[config.mk]
export PLATFORM = sky130hd
export DESIGN_NAME = cehs_engine
export DESIGN_NICKNAME = d
export VERILOG_FILES = /design/src/shared/cehs_pkg.sv /design/src/cehs_engine.sv
export SDC_FILE = /design/constraint.sdc
export NUM_CORES = 2
export LEC_CHECK = 0
export BUFFER_PORTS_ARGS = -buffer_cell sky130_fd_sc_hd__buf_2
export CORE_MARGIN = 4
export CORE_UTILIZATION = 60
export CTS_BUF_LIST = sky130_fd_sc_hd__clkbuf_8
export DETAILED_ROUTE_END_ITERATION = 16
export PLACE_DENSITY = 0.79
export SLEW_MARGIN = 10
export SYNTH_ARGS = -nofsm -noshare
export SYNTH_HDL_FRONTEND = slang
export SYNTH_SLANG_ARGS = --single-unit
[constraint.sdc]
create_clock -name clk -period 8.83 [get_ports clk]
set_input_delay 0.883 -clock clk [delete_from_list [all_inputs] [get_ports clk]]
set_output_delay 0.883 -clock clk [all_outputs]
set_load 0.005 [all_outputs]
[src/shared/cehs_pkg.sv]
/*
 * Package for the compute-engine signalling block: timing counts,
 * result-area offsets, gain scaling and the carrier structs.
 * Assumes one 100 MHz clock shared by the engine and the controller.
 */
// Operation
// - the engine takes all set-up only from configuration words and RAM shared with the controller.
// - the engine drives two busy outputs, processing and result transfer, to controller interrupts.
// - the processing flag is high while the engine works on sample data.
// - the processing flag pulses exactly once per input multiplexer cycle.
// - the transfer flag is high while results are written to the RAM output area.
// - a transfer happens once per interval of sum-cycle count times pre-sample count samples.
// - each interrupt is raised on the falling edge of its busy flag only.
// - power outputs are scaled by the gain word, 16385 meaning no temperature deviation.
// - the temperature result is the sum of two consecutive raw readings.
package cehs_pkg;

    localparam int unsigned CLK_PERIOD_NS = 10;
    localparam int unsigned PROC_STEPS    = 3;
    localparam int unsigned XFER_WORDS    = 2;

    localparam logic [15:0] GAIN_NOMINAL  = 16'h4001;
    localparam int unsigned GAIN_SHIFT    = 14;

    localparam logic [3:0]  RES_ADDR_POWER = 4'h0;
    localparam logic [3:0]  RES_ADDR_TEMP  = 4'h1;

    typedef struct packed {
        logic [5:0]  sum_cycles;
        logic [1:0]  pre_sample_count;
        logic [15:0] temperature_gain_word;
    } cehs_cfg_t;

    typedef struct packed {
        logic        we;
        logic [3:0]  addr;
        logic [31:0] data;
    } cehs_ram_wr_t;

    typedef enum logic [1:0] {
        P_IDLE  = 2'b00,
        P_MULT  = 2'b01,
        P_SCALE = 2'b10,
        P_ACC   = 2'b11
    } cehs_proc_t;

    typedef enum logic [1:0] {
        X_IDLE  = 2'b00,
        X_POWER = 2'b01,
        X_TEMP  = 2'b10
    } cehs_xfer_t;

endpackage : cehs_pkg

[src/cehs_engine.sv]
/*
 * Compute-engine side of the engine/controller signalling: per-cycle
 * power pass, interval accumulation, result write-out, busy flags and
 * falling-edge interrupt pulses, temperature result summed over reading pairs.
 * Assumes configuration and samples come from logic on the same clock.
 */
`timescale 1ns/10ps
`default_nettype none

module cehs_engine (
    input  wire logic                  clk,           // 100 MHz clock
    input  wire logic                  resetn,        // async reset, low
    input  wire cehs_pkg::cehs_cfg_t   cfg,           // shared config words
    input  wire logic                  mux_start,     // new mux cycle pulse
    input  wire logic signed [15:0]    volt_sample,   // voltage sample
    input  wire logic signed [15:0]    curr_sample,   // current sample
    input  wire logic                  temp_valid,    // raw temp strobe
    input  wire logic [15:0]           temp_raw,      // raw temp reading
    output var  logic                  processing_active,    // busy level
    output var  logic                  result_transfer_flag, // xfer level
    output var  logic                  irq_processing,       // fall pulse
    output var  logic                  irq_transfer,         // fall pulse
    output var  cehs_pkg::cehs_ram_wr_t ram_wr,        // result RAM write
    output var  logic [16:0]           temp_result    // sum of reading pair
);

    cehs_pkg::cehs_proc_t  state;
    cehs_pkg::cehs_proc_t  next_state;
    cehs_pkg::cehs_xfer_t  xstate;
    cehs_pkg::cehs_xfer_t  next_xstate;
    logic signed [15:0]    v_hold;
    logic signed [15:0]    i_hold;
    logic signed [31:0]    product;
    logic signed [31:0]    scaled;
    logic signed [31:0]    acc;
    logic signed [31:0]    acc_sum;
    logic [7:0]            sample_cnt;
    logic [7:0]            interval;
    logic                  interval_end;
    logic                  temp_phase;
    logic [15:0]           temp_prev;
    logic signed [48:0]    gain_prod;

    // zero in either field means no interval: accumulate, never transfer
    assign interval     = 8'(cfg.sum_cycles)
                          * 8'(cfg.pre_sample_count);
    assign acc_sum      = acc + scaled;
    assign interval_end = (interval != 8'h00)
                          && (sample_cnt + 8'h01 == interval);
    assign gain_prod    = product
                          * $signed({1'b0, cfg.temperature_gain_word});

    always_comb begin
        next_state = state;
        case (state)
            cehs_pkg::P_IDLE:  if (mux_start) next_state = cehs_pkg::P_MULT;
            cehs_pkg::P_MULT:  next_state = cehs_pkg::P_SCALE;
            cehs_pkg::P_SCALE: next_state = cehs_pkg::P_ACC;
            cehs_pkg::P_ACC:   next_state = cehs_pkg::P_IDLE;
            default:           next_state = cehs_pkg::P_IDLE;
        endcase
    end

    always_comb begin
        next_xstate = xstate;
        case (xstate)
            cehs_pkg::X_IDLE: begin
                if (state == cehs_pkg::P_ACC && interval_end) begin
                    next_xstate = cehs_pkg::X_POWER;
                end
            end
            cehs_pkg::X_POWER: next_xstate = cehs_pkg::X_TEMP;
            cehs_pkg::X_TEMP:  next_xstate = cehs_pkg::X_IDLE;
            default:           next_xstate = cehs_pkg::X_IDLE;
        endcase
    end

    always_ff @(posedge clk or negedge resetn) begin
        if (!resetn) begin
            state <= cehs_pkg::P_IDLE;
            xstate <= cehs_pkg::X_IDLE;
        end else begin
            state <= next_state;
            xstate <= next_xstate;
        end
    end

    // a start while a pass is running is ignored, one pulse per cycle
    always_ff @(posedge clk or negedge resetn) begin
        if (!resetn) begin
            processing_active <= 1'b0;
            irq_processing <= 1'b0;
        end else begin
            processing_active <= (next_state
                                  != cehs_pkg::P_IDLE);
            irq_processing <= processing_active
                              && (next_state == cehs_pkg::P_IDLE);
        end
    end

    always_ff @(posedge clk or negedge resetn) begin
        if (!resetn) begin
            result_transfer_flag <= 1'b0;
            irq_transfer <= 1'b0;
        end else begin
            result_transfer_flag <= (next_xstate
                                     != cehs_pkg::X_IDLE);
            irq_transfer <= result_transfer_flag
                            && (next_xstate == cehs_pkg::X_IDLE);
        end
    end

    always_ff @(posedge clk or negedge resetn) begin
        if (!resetn) begin
            v_hold <= 16'sh0000;
            i_hold <= 16'sh0000;
            product <= 32'sh00000000;
            scaled <= 32'sh00000000;
        end else begin
            if (state == cehs_pkg::P_IDLE && mux_start) begin
                v_hold <= volt_sample;
                i_hold <= curr_sample;
            end
            if (state == cehs_pkg::P_MULT) begin
                product <= v_hold * i_hold;
            end
            if (state == cehs_pkg::P_SCALE) begin
                scaled <= gain_prod[cehs_pkg::GAIN_SHIFT +: 32];
            end
        end
    end

    // clearing on the last pass frees the accumulator for the next interval
    always_ff @(posedge clk or negedge resetn) begin
        if (!resetn) begin
            acc <= 32'sh00000000;
            sample_cnt <= 8'h00;
        end else if (state == cehs_pkg::P_ACC) begin
            if (interval_end) begin
                acc <= 32'sh00000000;
                sample_cnt <= 8'h00;
            end else begin
                acc <= acc_sum;
                sample_cnt <= sample_cnt + 8'h01;
            end
        end
    end

    // results go only to the shared RAM output area
    always_ff @(posedge clk or negedge resetn) begin
        if (!resetn) begin
            ram_wr <= '0;
        end else begin
            ram_wr.we <= (next_xstate != cehs_pkg::X_IDLE);
            ram_wr.addr <= (next_xstate == cehs_pkg::X_TEMP)
                           ? cehs_pkg::RES_ADDR_TEMP
                           : cehs_pkg::RES_ADDR_POWER;
            // the power word must include the closing pass, so it is
            // taken from the sum itself, not from a register behind it
            ram_wr.data <= (next_xstate == cehs_pkg::X_TEMP)
                           ? {15'h0000, temp_result} : acc_sum;
        end
    end

    always_ff @(posedge clk or negedge resetn) begin
        if (!resetn) begin
            temp_phase <= 1'b0;
            temp_prev <= 16'h0000;
            temp_result <= 17'h00000;
        end else if (temp_valid) begin
            temp_phase <= !temp_phase;
            temp_prev <= temp_raw;
            if (temp_phase) begin
                temp_result <= {1'b0, temp_prev}
                               + {1'b0, temp_raw};
            end
        end
    end

    // assertion helper: passes finished since the last transfer
    logic [7:0] pass_cnt;
    always_ff @(posedge clk or negedge resetn) begin
        if (!resetn) begin
            pass_cnt <= 8'h00;
        end else if (result_transfer_flag && !ram_wr.addr[0]
                     && irq_processing) begin
            pass_cnt <= 8'h00;
        end else if (irq_processing) begin
            pass_cnt <= pass_cnt + 8'h01;
        end
    end
endmodule : cehs_engine

`default_nettype wire

==> After elaboration in Yosys (flattened, before gate mapping) <==
Cells that the tools add are included.
{ "op_classes": {"addsub": 3, "mul": 3, "eq_ne": 6, "n_mux": 8, "n_reduce_logical": 14} }
{ "op_table": {"columns": ["cell", "count"], "rows": [
  ["32-bit 2-to-1 mux", 2],
  ["32-bit by 17-bit multiplier with 46-bit output", 1],
  ["32-bit adder", 1],
  ["16-bit by 16-bit multiplier with 32-bit output", 1],
  ["16-bit by 16-bit adder with 17-bit output", 1],
  ["8-bit by 1-bit adder with 8-bit output (second input constant)", 1],
  ["8-bit equality test", 1],
  ["2-bit logical NOT", 4],
  ["6-bit by 2-bit multiplier with 8-bit output", 1],
  ["8-bit 2-to-1 mux", 1],
  ["2-bit one-hot mux with 4 select lines", 1],
  ["8-bit nonzero test", 1],
  ["2-bit equality test (second input constant)", 3],
  ["1-bit logical AND", 5],
  ["2-bit by 1-bit equality test with 1-bit output (second input constant)", 2],
  ["2-bit 2-to-1 mux", 2],
  ["2-bit one-hot mux with 2 select lines", 1],
  ["2-bit nonzero test", 2],
  ["2-bit AND reduction", 1],
  ["1-bit logical NOT", 1],
  ["1-bit 2-to-1 mux", 1]
]} }
{ "totals": {"reg_bits": 211, "inputBits": 76, "output_inout_bits": 58, "elab_cells": 51} }

==> Longest topological paths before layout <==
{ "logic_depth": {"depth_word": 8, "depth_mapped": 27, "ltp_nobuf": 24} }

==> Worst setup path after synthesis <==
Ideal clock, no wire load.
{ "synth_path": {"kind": "input to register", "start": "input port cfg[2] in the netlist's numbering", "end": "register scaled[31]", "setup_ps": 82, "t_arrival_ps": 6532, "required_time_ps": 8748, "path_slack_ps": 2216, "path_stages": 23, "path_buffers": 1, "cell_sequence": "clkbuf_1 nand2_1 inv_1 fa_1 inv_1 fa_1 fa_1 inv_1 fa_1 fa_1 inv_1 fa_1 inv_1 ha_1 a21o_1 a21o_1 a21oi_1 o21ai_0 a221o_1 o211ai_2 a31oi_1 or3_1 a31oi_1"} }
{ "synth_via": {"elab_chain_len": 1} }
{ "synth_lines": {"columns": ["item", "line_no", "source"], "rows": [
  ["start: declaration", "cehs_engine.sv:13", "input wire cehs_pkg::cehs_cfg_t cfg,"],
  ["32-bit by 17-bit multiplier with 46-bit output", "cehs_engine.sv:51", "* $signed({1'b0, cfg.temperature_gain_word});"],
  ["end signal: assignment", "cehs_engine.sv:128", "scaled <= gain_prod[cehs_pkg::GAIN_SHIFT +: 32];"],
  ["end: declaration", "cehs_engine.sv:34", "logic signed [31:0] scaled;"]
]} }
Every way passes these cells.
A chain may end at the register's enable or synchronous reset.

==> Final worst setup path <==
{ "layout_path": {"start": "register i_hold[1]", "end": "register product[29]"} }
{ "layout_via": {"elab_chain_len": 1} }
{ "layout_lines": {"columns": ["item", "line_no", "source"], "rows": [
  ["start: declaration", "cehs_engine.sv:32", "logic signed [15:0] i_hold;"],
  ["start signal: assignment", "cehs_engine.sv:122", "i_hold <= curr_sample;"],
  ["16-bit by 16-bit multiplier with 32-bit output", "cehs_engine.sv:125", "product <= v_hold * i_hold;"],
  ["end signal: assignment", "cehs_engine.sv:125", null],
  ["end: declaration", "cehs_engine.sv:33", "logic signed [31:0] product;"]
]} }
Every way passes these cells.

==> summary.md <==
| Metric | Value |
|---|---|
| Status | complete, no violations |
| Crit-path max FO | 17 |
| Gr ovfl total | 0 |
| Vias in the first global route | 29205 |
| Sequence of cells on the critical path | nand2_1 > inv_1 > fa_1 > fa_1 > fa_1 > fa_1 > fa_1 > inv_1 > fa_1 > inv_1 > ha_1 > nand4_1 > nor2_1 > nand4_1 > or3_1 > a31o_2 > o21ai_1 > o211ai_1 > a21boi_0 > nor2_1 > xnor2_1 > mux2_2 |
| Core Region | 0.0605 mm² |
| Htree depth | 2 |
| Final Hold Viols | 0 |
| Residual DRC | 0 |
| CTS tree | built |
| Syn_area_per_cell | 9.44 µm² |
| Cell Count, Final, Fillers Out | 4729 |
| Final Cell Area | 0.0386 mm² |
| Buf/Inv on CP | 3 |
| Largest net degree at the start of global routing | 80 |
| FF-to-FF Start | i_hold[1] |
| Share of synthesized flip-flops with an asynchronous set or reset | 100% |
| Die ar. | 0.0653 mm² |
| Gpl congestion | 0.896 |
| Inst Count DP | 4661 |
| Area contributors post-synth | fa_1 40%, dfrtp_1 14%, inv_1 8.9% |
| PortBufs | 130 |
| Ys Warns | 0 |
| Cell family with most CP delay | adder cells |
| Worst setup EP type | flop |
| Setup TNS Final | 0 ns |
| Clock Pin Slew Worst Setup and Hold Paths | 0.07 ns |
| First drt pass iteration count | 5 |
| FP Rows | 90 |
| Vias | 26245 |
| DR iter-0 viols | 1650 |
| Later-pin clock latency in the skew report | 0.63 ns |
| Initial Util | 60.8% |
| DP Area | 0.0379 mm² |
| Chip width | 256 µm |
| R2r setup slk | 1.86 ns |
| CP most frequent cell | fa_1 |
| Critical-path top delay cell | fa_1 |
| Layout area overhead | 5.08% |
| Post-CTS Resized | 0 |
| Fin crit period | 6.97 ns |
| Max_slew headroom | 32.9% |
| Vias per cell | 5.55 |
| Max_cap viols | 0 |
| Synth Flop Type | dfrtp_1 |
| Clk_skew | 0.0350 ns |
| Die Height | 256 µm |
| Largest area contributor in the netlist | fa_1 |
| RSZ-0062 raised after global routing | false |
| First-pass GRT wire length | 145000 µm |
| Post-synth top area share | 39.9% |
| Antenna viol nets, final | 0 |
| Final Cycle Share | 78.9% |
| Tot GR Track Use | 27.2% |
| CTS buffer count | 37 |
| Mapped Cells | 3893 |
| Final setup vio count | 0 |
| Tightest Pin Transition | 1.01 ns |
| Layout Nets | 4974 |
| Root buf cell | clkbuf_8 |
| CP Class | reg2reg |
| IO Count | 134 |
| Highest clock rate | 0.144 GHz |
| EDFF count, synth | 0 |
| R2R depth | 22 |
| Sequential share of the synthesized area | 14.3% |
| Worst EP required | 9.32 ns |
| Setup crit start kind | flop |
| DRT Wirelength | 84500 µm |
| Post CTS Setup Buffer Count | 0 |
| CTS sink cnt | 210 |
| Final Max Slew Viols | 0 |
| CTS Buffer Depth | 3 |
| Avg WL per Cell | 17.9 µm |
| RR Endpoint | product[29] |
| Initial antenna violation count | 1 |
| Seq cells post-synth | 210 |
| CTS hold repair buffers | 0 |
| Layout cells sized above 1 | 8.31% |
| Worst Hold Class | in2async |
| Yosys cell types | 76 |
| CP Data Arrival Time | 7.46 ns |
| Synth Cell Area | 0.0368 mm² |
| Crit path largest cell delay | 0.76 ns |
| DP HPWL | 66200 µm |
registers in the layout, indices dropped and copies added, names as in the netlist:
name,count
irq_processing,1
temp_result,17
acc,32
product,32
ram_wr,34
temp_phase,1
xstate,1
sample_cnt,8
temp_prev,16
processing_active,1
v_hold,16
irq_transfer,1
state,2
scaled,32
i_hold,16
worst register-to-register path: cells and delay by family, from the launching register on:
family	cells	cell delay [ns]
xor gates and xnor gates	1	0.13
DFF	1	0.62
AOI/OAI and AO/OA	4	0.81
buffers and inverters	3	0.20
and+or+nand+nor	6	1.22
muxes	1	0.26
adders and majority gates	7	3.58
synth_stat cells (all sizes together), types with 12 or more instances:
cell type  instances
o2bb2ai           23
a31oi             14
clkbuf           144
nand3             26
mux2             100
o21a              12
o21ai             88
nand2b            15
ha               248
xor2              41
nor2             103
nor3              20
a21o              40
inv              876
o31ai             16
and2             351
dfrtp            210
xnor2             93
fa               732
nand2            519
a21oi             79
layout by cell type (no fill, tap or decap), types with 11 or more instances in the layout:
cell type,Yosys,routed
nor3_1,20,20
a21oi_1,74,74
nand2_1,519,519
nand2b_1,15,15
mux2_2,100,100
nand4_1,11,11
fa_1,732,732
inv_1,875,882
nand3_1,25,25
buf_2,0,129
o21a_1,11,11
o2bb2ai_1,23,23
nor2_1,103,103
dfrtp_1,210,210
clkbuf_8,0,45
a31oi_1,13,13
a21o_1,39,39
xnor2_1,93,93
o31ai_1,16,16
xor2_1,41,41
or3_1,11,11
ha_1,248,248
o21ai_0,79,79
and2_1,351,351
stage by stage:
stage / utilization (%) / worst slack, ns / hold WS (ns)
global route: 63.9 / 1.33 / 0.228
CTS: 63.9 / 1.85 / 0.186
floorplan: - / 2.22 / 0.410
detailed placement: 62.6 / 1.47 / 0.427
finish: 63.9 / 1.86 / 0.210
global placement: 62.6 / 1.58 / 0.424
cell families (layout without fill, tap and decap cells):
| logic type | after synthesis | after routing | synth area share (%) |
|---|---|---|---|
| compound gates | 345 | 345 | 6.29 |
| xor+xnor | 134 | 134 | 3.19 |
| fa+ha+maj | 980 | 980 | 48.3 |
| buf+inv | 1031 | 1081 | 10.6 |
| flops | 210 | 210 | 14.3 |
| mux | 101 | 101 | 3.09 |
| other cells | 1 | 5 | 0.0102 |
| simple gates | 1091 | 1091 | 14.2 |
worst max path at each step:
stage                          from          end  slack, ns  depth (start not counted)
after floorplan              cfg[2]   scaled[31]       2.22                         23
after global placement       cfg[2]   scaled[31]       1.58                         23
after detailed placement     cfg[2]   scaled[31]       1.47                         23
after CTS                 i_hold[1]  product[29]       1.85                         22
after global routing      i_hold[1]  product[29]       1.33                         22
final                     i_hold[1]  product[29]       1.86                         22
cell type report:
| type | count | area, µm² |
|---|---|---|
| Fill cell | 4873 | 21800 |
| Antenna cell | 2 | 5.00 |
| Multi-Input combinational cell | 2654 | 27600 |
| Inverter | 877 | 3290 |
| Tap cell | 782 | 978 |
| Clock buffer | 45 | 619 |
| Sequential cell | 210 | 5260 |
| Timing Repair Buffer | 138 | 721 |
| Clock inverter | 21 | 130 |
per-layer routing:
layer | share of wire, % | GRT usage [%] | vias up
met3 | 7.0 | 3.93 | 223
met5 | 0 | 0 | -
li1 | - | - | 11723
met2 | 49 | 46.0 | 896
met4 | 4.2 | 10.5 | 0
met1 | 40 | 36.1 | 13403
Power is not shown: default switching activity piles up to over one toggle a cycle in this logic, so the estimate is an artifact.
